--- src/inc/dio_pkg.sv ---
`default_nettype none
package dio_pkg;
  localparam int unsigned CLK_HZ = 40_000_000;
  localparam int unsigned NLINES = 24;
  localparam int unsigned NGRP = 3;
  localparam int unsigned PAT_W = 16;
  localparam int unsigned LL_W = 16;
  localparam int unsigned DIV_W = 24;
  // One analog slot lasts 1 us
  localparam int unsigned SLOT_NS = 1000;
  localparam int unsigned SLOT_CYC =
    (SLOT_NS * (CLK_HZ / 1_000_000) + 999) / 1000;
  // Fastest digital-only sampling and pattern rate
  localparam int unsigned DIG_MAX_HZ = 12_000_000;
  localparam int unsigned DIG_MIN_CYC =
    (CLK_HZ + DIG_MAX_HZ - 1) / DIG_MAX_HZ;
  localparam logic [7:0] OFS_CTRL = 8'h00;
  localparam logic [7:0] OFS_DIN = 8'h04;
  localparam logic [7:0] OFS_DOUT = 8'h08;
  localparam logic [7:0] OFS_SCAN_DIV = 8'h0C;
  localparam logic [7:0] OFS_OUT_DIV = 8'h10;
  localparam logic [7:0] OFS_NCHAN = 8'h14;
  localparam logic [7:0] OFS_LL = 8'h18;
  localparam logic [7:0] OFS_STATUS = 8'h1C;
  localparam int unsigned CTL_DIR = 0;
  localparam int unsigned CTL_MODE = 3;
  localparam int unsigned CTL_SEL = 5;
  localparam int unsigned CTL_PAT = 8;
  localparam int unsigned CTL_PACE = 9;
  localparam int unsigned CTL_MASTER = 11;
  localparam int unsigned CTL_LL = 12;
  localparam int unsigned CTL_RUN = 13;
  localparam int unsigned LL_BIT_POS = 16;
  localparam int unsigned ST_UNDERRUN = 0;
  localparam int unsigned ST_BUSY = 1;
  localparam int unsigned ST_PEND = 2;
  localparam int unsigned ST_LL = 3;
  localparam logic [DIV_W-1:0] SCAN_DIV_RST = 24'h00_0190;
  localparam logic [DIV_W-1:0] OUT_DIV_RST = 24'h00_0190;
  localparam logic [7:0] NCHAN_RST = 8'h00;
  localparam logic [LL_W-1:0] LL_LEVEL_RST = 16'h8000;
  typedef enum logic [1:0] {
    SCAN_OFF, SCAN_PER_SEQ, SCAN_PER_SLOT, SCAN_RSVD
  } scan_mode_e;
  typedef enum logic [1:0] {
    PACE_INT_ASYNC, PACE_INT_SYNC, PACE_EXT_ASYNC, PACE_EXT_SHARED
  } pace_e;
endpackage
`default_nettype wire

--- src/rtl/pacer_div.sv ---
`default_nettype none
module pacer_div #(
  parameter logic [23:0] MIN_DIV = 24'h00_0001
) (
  input wire logic clk,
  input wire logic arst_n,
  input wire logic en,
  input wire logic [23:0] div,
  output logic tick
);
  logic [23:0] cnt;
  logic [23:0] lim;

  // Period never drops below the floor
  assign lim = (div < MIN_DIV) ? MIN_DIV : div;

  always_ff @(posedge clk or negedge arst_n) begin
    if (!arst_n) begin
      cnt <= 24'h00_0000;
      tick <= 1'b0;
    end else if (!en) begin
      cnt <= 24'h00_0000;
      tick <= 1'b0;
    end else if (cnt >= lim - 24'h00_0001) begin
      cnt <= 24'h00_0000;
      tick <= 1'b1;
    end else begin
      cnt <= cnt + 24'h00_0001;
      tick <= 1'b0;
    end
  end
endmodule
`default_nettype wire

--- src/rtl/dio_scan_pattern.sv ---
`default_nettype none
module dio_scan_pattern (
  input wire logic REF_CLK,
  input wire logic ARST_N,
  input wire logic HSEL,
  input wire logic [31:0] HADDR,
  input wire logic [1:0] HTRANS,
  input wire logic HWRITE,
  input wire logic [2:0] HSIZE,
  input wire logic [31:0] HWDATA,
  input wire logic HREADY,
  output logic [31:0] HRDATA,
  output logic HREADYOUT,
  output logic HRESP,
  input wire logic [dio_pkg::NLINES-1:0] DIO_IN,
  output logic [dio_pkg::NLINES-1:0] DIO_OUT,
  output logic [dio_pkg::NLINES-1:0] DIO_OE_N,
  input wire logic EXT_PACER,
  output logic PACER_OUT,
  output logic [dio_pkg::NLINES-1:0] SAMP_DATA,
  output logic SAMP_VALID,
  output logic DMA_REQ,
  input wire logic DMA_ACK,
  input wire logic [dio_pkg::PAT_W-1:0] DMA_DATA,
  input wire logic [dio_pkg::LL_W-1:0] LL_VALUE,
  input wire logic LL_VALID
);
  import dio_pkg::*;

  typedef enum logic {S_IDLE, S_SLOT} scan_st_e;

  logic [NGRP-1:0] dir;
  scan_mode_e mode;
  logic [NGRP-1:0] sel;
  logic pat_en;
  pace_e pace;
  logic master;
  logic ll_en;
  logic run;
  logic [NLINES-1:0] dout;
  logic [DIV_W-1:0] scan_div;
  logic [DIV_W-1:0] out_div;
  logic [7:0] nchan;
  logic [LL_W-1:0] ll_level;
  logic [4:0] ll_bit;
  logic underrun;
  logic ll_out;
  logic [PAT_W-1:0] pend;
  logic [PAT_W-1:0] pat;
  logic pend_v;
  logic acc;
  logic wr_q;
  logic [7:0] a_q;
  logic ext_q;
  logic ext_edge;
  logic int_scan;
  logic out_tick;
  logic scan_start;
  logic pace_hit;
  logic upd;
  logic clr_under;
  scan_st_e st;
  logic [7:0] slot_idx;
  logic [7:0] slot_cnt;
  logic slot_start;
  logic samp_now;
  logic [NLINES-1:0] scan_mask;
  logic [NLINES-1:0] next_dout;
  logic [NLINES-1:0] next_oe_n;
  logic [31:0] next_rdata;

  assign HREADYOUT = 1'b1;
  assign HRESP = 1'b0;
  assign acc = HSEL && HREADY && HTRANS[1];
  assign clr_under = wr_q && (a_q == OFS_STATUS) && HWDATA[ST_UNDERRUN];

  // Address phase capture; writes land in the following data phase
  always_ff @(posedge REF_CLK or negedge ARST_N) begin
    if (!ARST_N) begin
      wr_q <= 1'b0;
      a_q <= 8'h00;
    end else begin
      wr_q <= acc && HWRITE && (HSIZE == 3'h2);
      a_q <= HADDR[7:0];
    end
  end

  always_comb begin
    next_rdata = 32'h0000_0000;
    case (HADDR[7:0])
      OFS_CTRL: begin
        next_rdata[CTL_DIR +: NGRP] = dir;
        next_rdata[CTL_MODE +: 2] = mode;
        next_rdata[CTL_SEL +: NGRP] = sel;
        next_rdata[CTL_PAT] = pat_en;
        next_rdata[CTL_PACE +: 2] = pace;
        next_rdata[CTL_MASTER] = master;
        next_rdata[CTL_LL] = ll_en;
        next_rdata[CTL_RUN] = run;
      end
      OFS_DIN: next_rdata[NLINES-1:0] = DIO_IN;
      OFS_DOUT: next_rdata[NLINES-1:0] = dout;
      OFS_SCAN_DIV: next_rdata[DIV_W-1:0] = scan_div;
      OFS_OUT_DIV: next_rdata[DIV_W-1:0] = out_div;
      OFS_NCHAN: next_rdata[7:0] = nchan;
      OFS_LL: begin
        next_rdata[LL_W-1:0] = ll_level;
        next_rdata[LL_BIT_POS +: 5] = ll_bit;
      end
      OFS_STATUS: begin
        next_rdata[ST_UNDERRUN] = underrun;
        next_rdata[ST_BUSY] = (st == S_SLOT);
        next_rdata[ST_PEND] = pend_v;
        next_rdata[ST_LL] = ll_out;
      end
      default: next_rdata = 32'h0000_0000;
    endcase
  end

  always_ff @(posedge REF_CLK or negedge ARST_N) begin
    if (!ARST_N) begin
      HRDATA <= 32'h0000_0000;
    end else if (acc && !HWRITE) begin
      HRDATA <= next_rdata;
    end
  end

  // Control registers; output latch writable in any state
  always_ff @(posedge REF_CLK or negedge ARST_N) begin
    if (!ARST_N) begin
      dir <= '0;
      mode <= SCAN_OFF;
      sel <= '0;
      pat_en <= 1'b0;
      pace <= PACE_INT_ASYNC;
      master <= 1'b0;
      ll_en <= 1'b0;
      run <= 1'b0;
      dout <= '0;
      scan_div <= SCAN_DIV_RST;
      out_div <= OUT_DIV_RST;
      nchan <= NCHAN_RST;
      ll_level <= LL_LEVEL_RST;
      ll_bit <= 5'h00;
    end else if (wr_q) begin
      case (a_q)
        OFS_CTRL: begin
          dir <= HWDATA[CTL_DIR +: NGRP];
          mode <= scan_mode_e'(HWDATA[CTL_MODE +: 2]);
          sel <= HWDATA[CTL_SEL +: NGRP];
          pat_en <= HWDATA[CTL_PAT];
          pace <= pace_e'(HWDATA[CTL_PACE +: 2]);
          master <= HWDATA[CTL_MASTER];
          ll_en <= HWDATA[CTL_LL];
          run <= HWDATA[CTL_RUN];
        end
        OFS_DOUT: dout <= HWDATA[NLINES-1:0];
        OFS_SCAN_DIV: scan_div <= HWDATA[DIV_W-1:0];
        OFS_OUT_DIV: out_div <= HWDATA[DIV_W-1:0];
        OFS_NCHAN: nchan <= HWDATA[7:0];
        OFS_LL: begin
          ll_level <= HWDATA[LL_W-1:0];
          ll_bit <= HWDATA[LL_BIT_POS +: 5];
        end
        default: ;
      endcase
    end
  end

  pacer_div #(.MIN_DIV(DIV_W'(DIG_MIN_CYC))) u_scan_pacer (
    .clk(REF_CLK),
    .arst_n(ARST_N),
    .en(run),
    .div(scan_div),
    .tick(int_scan)
  );

  pacer_div #(.MIN_DIV(DIV_W'(DIG_MIN_CYC))) u_out_pacer (
    .clk(REF_CLK),
    .arst_n(ARST_N),
    .en(run && pat_en),
    .div(out_div),
    .tick(out_tick)
  );

  always_ff @(posedge REF_CLK or negedge ARST_N) begin
    if (!ARST_N) begin
      ext_q <= 1'b0;
    end else begin
      ext_q <= EXT_PACER;
    end
  end

  assign ext_edge = EXT_PACER && !ext_q;
  // Shared external clock paces the scans as well as the outputs
  assign scan_start = run &&
    ((pace == PACE_EXT_SHARED) ? ext_edge : int_scan);

  always_comb begin
    case (pace)
      PACE_INT_ASYNC: pace_hit = out_tick;
      PACE_INT_SYNC: pace_hit = scan_start;
      PACE_EXT_ASYNC: pace_hit = ext_edge;
      PACE_EXT_SHARED: pace_hit = scan_start;
      default: pace_hit = 1'b0;
    endcase
  end

  assign upd = run && pat_en && pace_hit;

  // Slot sequencer; a scan start during slots is an overrun, ignored
  always_ff @(posedge REF_CLK or negedge ARST_N) begin
    if (!ARST_N) begin
      st <= S_IDLE;
      slot_idx <= 8'h00;
      slot_cnt <= 8'h00;
    end else begin
      case (st)
        S_IDLE: begin
          slot_idx <= 8'h00;
          slot_cnt <= 8'h00;
          if (scan_start && nchan != 8'h00) begin
            st <= S_SLOT;
          end
        end
        S_SLOT: begin
          if (!run) begin
            st <= S_IDLE;
          end else if (slot_cnt == 8'(SLOT_CYC - 1)) begin
            slot_cnt <= 8'h00;
            slot_idx <= slot_idx + 8'h01;
            if (slot_idx == nchan - 8'h01) begin
              st <= S_IDLE;
            end
          end else begin
            slot_cnt <= slot_cnt + 8'h01;
          end
        end
        default: st <= S_IDLE;
      endcase
    end
  end

  assign slot_start = (st == S_SLOT) && run && (slot_cnt == 8'h00);

  always_comb begin
    case (mode)
      SCAN_PER_SEQ: samp_now = scan_start;
      SCAN_PER_SLOT: samp_now = (nchan == 8'h00) ? scan_start
                                                 : slot_start;
      default: samp_now = 1'b0;
    endcase
  end

  for (genvar g = 0; g < NGRP; g++) begin : g_grp
    // Only input groups that are picked join the scan
    assign scan_mask[g*8 +: 8] = {8{sel[g] && !dir[g]}};
    assign next_oe_n[g*8 +: 8] = {8{!dir[g]}};
  end

  always_ff @(posedge REF_CLK or negedge ARST_N) begin
    if (!ARST_N) begin
      SAMP_DATA <= '0;
      SAMP_VALID <= 1'b0;
    end else begin
      SAMP_VALID <= samp_now;
      if (samp_now) begin
        SAMP_DATA <= DIO_IN & scan_mask;
      end
    end
  end

  // One-word holding slot refilled by DMA
  assign DMA_REQ = run && pat_en && !pend_v;

  always_ff @(posedge REF_CLK or negedge ARST_N) begin
    if (!ARST_N) begin
      pend <= '0;
      pend_v <= 1'b0;
      pat <= '0;
    end else begin
      if (DMA_REQ && DMA_ACK) begin
        pend <= DMA_DATA;
        pend_v <= 1'b1;
      end else if (upd && pend_v) begin
        pat <= pend;
        pend_v <= 1'b0;
      end else if (!pat_en) begin
        pend_v <= 1'b0;
      end
    end
  end

  // Starved update keeps the old word; set beats clear
  always_ff @(posedge REF_CLK or negedge ARST_N) begin
    if (!ARST_N) begin
      underrun <= 1'b0;
    end else if (upd && !pend_v) begin
      underrun <= 1'b1;
    end else if (clr_under) begin
      underrun <= 1'b0;
    end
  end

  always_ff @(posedge REF_CLK or negedge ARST_N) begin
    if (!ARST_N) begin
      ll_out <= 1'b0;
    end else if (ll_en && LL_VALID) begin
      ll_out <= (LL_VALUE > ll_level);
    end
  end

  always_comb begin
    next_dout = dout;
    if (pat_en) begin
      next_dout[PAT_W-1:0] = pat;
    end
    if (ll_en && ll_bit < 5'(NLINES)) begin
      next_dout[ll_bit] = ll_out;
    end
  end

  always_ff @(posedge REF_CLK or negedge ARST_N) begin
    if (!ARST_N) begin
      DIO_OUT <= '0;
      DIO_OE_N <= '1;
      PACER_OUT <= 1'b0;
    end else begin
      DIO_OUT <= next_dout;
      DIO_OE_N <= next_oe_n;
      PACER_OUT <= master && scan_start;
    end
  end
endmodule
`default_nettype wire

--- config.mk ---
export PLATFORM = sky130hd
export DESIGN_NAME = dio_scan_pattern
export DESIGN_NICKNAME = d
export VERILOG_FILES = /design/src/inc/dio_pkg.sv /design/src/rtl/pacer_div.sv /design/src/rtl/dio_scan_pattern.sv
export SDC_FILE = /design/constraint.sdc
export NUM_CORES = 1
export LEC_CHECK = 0
export BUFFER_PORTS_ARGS = -buffer_cell sky130_fd_sc_hd__buf_2
export CAP_MARGIN = 20
export CORE_UTILIZATION = 50
export DETAILED_ROUTE_END_ITERATION = 6
export PLACE_DENSITY = 0.71
export SETUP_SLACK_MARGIN = 0.02
export SYNTH_ARGS = -nofsm -noshare
export SYNTH_HDL_FRONTEND = slang
export SYNTH_SLANG_ARGS = --single-unit
--- constraint.sdc ---
create_clock -name REF_CLK -period 5.5 [get_ports REF_CLK]
set_input_delay 0.55 -clock REF_CLK [delete_from_list [all_inputs] [get_ports REF_CLK]]
set_output_delay 0.55 -clock REF_CLK [all_outputs]
set_load 0.02 [all_outputs]
==> results.yml <==
timing:
  finalCriticalPeriod_ns: 4.77
  clock.fmax_mhz: 210
  fin_worst_skew_ns: 0.0132
  hold_viol_final: 0
  final-setup-viol-count: 0
  fin_crit_sh: 0.867
  slew_violations: 0
  fin_tns_setup_ns: 0
  rsz0062_at_grt: "no"
  whs_ns: 0.0318
  setup_slack_ns: 0.730
  worst_pin_slew_ns: 1.09
  slew_headroom: 0.264
clock_tree:
  cts_resized: 0
  cts-htree-levels: 2
  cts_num_sinks: 304
  postCtsSetupRepairBufs: 0
  hold_buffers: 0
  ctsLongestPathBuffers: 3
  path_clk_slew_ns: 0.06
  numCtsBuffers: 35
  cts_root_buf: "clkbuf_16"
  clock_latency_ns: 0.52
  tritoncts: "done"
floorplan:
  floorplan.rows: 65
  die_y_um: 183
  die_w_um: 183
  dieArea_mm2: 0.0335
  start_util: 0.514
  pin_count: 242
  core_area_mm2: 0.0319
worst_setup_path:
  crit_buf_inv: 1
  max_stage_delay_ns: 0.63
  end_kind: "flip-flop"
  r2r-end: "u_scan_pacer.cnt[11]"
  r2r_slack_ns: 0.73
  crit_fanout: 25
  cp.required_ns: 5.89
  crit_path_cell_trace: "or4_1, nor3_2, and3_1, nand2b_1, ha_1, nand2b_1, nor4_2, nand3b_1, xor2_1, ha_1, nand4_1, nor4_1, nand3_1, o21ai_1, buf_4, nor4_1"
  crit_slowest_cell: "or4_1"
  critPathKind: "reg2reg"
  startpoint: "scan_div[19]"
  r2r_start: "scan_div[19]"
  worstPathArrival_ns: 5.16
  cp-start-kind: "flip-flop"
  r2r_cells: 16
  crit_cells: 16
  crit_family: "simple AND/OR/NAND/NOR gates"
pwr:
  peakVddDrop_mv: 0.223
  p_per_area_mw_per_mm2: 323
  p_total_w: 0.00606
  p_leak_nw: 8.80
synth:
  synthMuxAreaShare: 0.131
  synthCells: 1510
  synthAdderAreaFrac: 0.0572
  ys_types: 69
  async_reset_ff_frac: 1.00
  ys_ff_latch: 304
  synthXorXnorAreaFrac: 0.0577
  synth_compound_gate_area_share: 0.0956
  yosys.area_share.simple: 0.148
  synthFlopType: "dfrtp_1"
  syn_area_mm2: 0.0164
  synth_area_per_cell_um2: 10.9
  yosysWarnings: 0
  synth_top_family_by_area: "simple AND/OR/NAND/NOR gates"
  synth-seq-area-share: 0.465
  synth_edf_count: 0
grt:
  grt_max_degree: 128
  grt_pass1_wl_mm: 69.2
  grt.overflow.total: 0
  grt_antenna_before_repair: 0
  grt_usage: 0.266
  grt_pass1_vias: 12600
route:
  routed_wl_mm: 43.6
  ant_nets: 0
  wl_per_cell_um: 20.4
  viasPerCell: 5.84
  dr.pass1.iters: 5
  initialDrtViolationCount: 852
  drcViolationCount: 0
  vias: 12500
run_status:
  outcome: "finished clean"
placement:
  portBuffers: 198
  placed_cells: 2071
  place_hpwl_mm: 32.3
  place.gp.congestion: 0.906
  dpl_worst_slack_ns: 0.806
final_layout:
  areaGrowthSynthToFinish_pct: 14.5
  stdcell_count: 2136
  finalNetCount: 1882
  diodes: 0
  drive_gt1_frac: 0.274
run:
  maxCapViolCount: 0
hold_path:
  min_path_type: "in2async"
layout make-up:
type | count | area, um^2
inverter | 58 | 218
multi-input combinational | 1059 | 8100
sequential | 304 | 7620
timing repair buffer | 216 | 1150
clock inverter | 15 | 143
tap | 435 | 544
clock buffer | 49 | 998
fill | 2727 | 13100
how the worst max path moves through the flow:
stage,end,slack (ns)
final,u_scan_pacer.cnt[11],0.73
after floorplan,u_scan_pacer.cnt[10],1.18
after CTS,u_scan_pacer.cnt[11],0.78
after detailed placement,u_scan_pacer.cnt[11],0.81
after global routing,u_scan_pacer.cnt[13],0.43
after global placement,u_scan_pacer.cnt[19],0.94
state kept, by name (all words and copies together), names as in the netlist, 16 cells and up:
name / count
pend: 16
HRDATA: 24
SAMP_DATA: 24
dout: 24
out_div: 24
scan_div: 24
ll_level: 16
u_scan_pacer.cnt: 24
pat: 16
DIO_OUT: 24
u_out_pacer.cnt: 24
Yosys cell counts, drive strengths merged (8+ instances only):
library cell	n	area [um^2]
o21a	8	60.1
nor2b	13	81.3
a31o	9	78.8
o21ai	22	110
nand4	26	163
dfstp	10	263
nand2b	9	56.3
nor2	54	203
a222oi	9	90.1
xnor2	50	438
a21o	23	173
nand3b	8	60.1
a22o	10	87.6
xor2	58	508
mux2	150	1690
clkbuf	36	135
nand3	34	170
dfrtp	294	7360
or3	8	61.3
ha	75	938
or4	11	90.1
and2	20	125
nor4	43	333
mux2i	46	460
nor3	54	290
and4	12	105
inv	57	214
nand2	115	432
a21oi	58	294
a22oi	47	353
and3	16	100
buf	61	380
a31oi	12	75.1
a211oi	8	60.1
metrics by stage:
| step | util | cell area (um^2) |
|---|---|---|
| 6_report | 0.589 | 18800 |
| 2_1_floorplan | - | 16400 |
| 3_5_place_dp | 0.553 | 17600 |
| 4_1_cts | 0.588 | 18800 |
| 5_1_grt | 0.589 | 18800 |
| 3_3_place_gp | 0.553 | 17600 |
cell usage in the layout (no fill, tap or decap), types with 34 or more instances in the layout:
master / count
dfrtp_1: 294
buf_2: 197
mux2_2: 150
nand2_1: 115
ha_1: 75
xor2_1: 58
inv_1: 57
a21oi_1: 57
nor2_1: 52
nor3_1: 50
xnor2_1: 50
a22oi_1: 47
mux2i_1: 46
nor4_1: 37
clkbuf_16: 35
nand3_1: 34
report_power, final:
part	total (W)	switching [W]	internal, W
combinational	0.00106	0.000574	0.000482
clock	0.00227	0.000945	0.00133
sequential	0.00273	0.000214	0.00251
routing by layer:
| layer | share of wire | vias up | track usage |
|---|---|---|---|
| li1 | - | 5749 | - |
| met1 | 0.42 | 6215 | 0.349 |
| met2 | 0.47 | 408 | 0.438 |
| met3 | 0.059 | 97 | 0.0431 |
| met4 | 0.043 | 0 | 0.114 |
| met5 | 0 | - | 0 |
kinds of logic after synthesis:
family | Yosys count
flip-flops | 304
AND/OR/NAND/NOR | 442
buffers and inverters | 155
adder cells (fa/ha/maj) | 75
other | 2
AO/OA/AOI/OAI | 228
multiplexers | 196
XOR/XNOR | 108
Power figures use the tool's default switching activity.
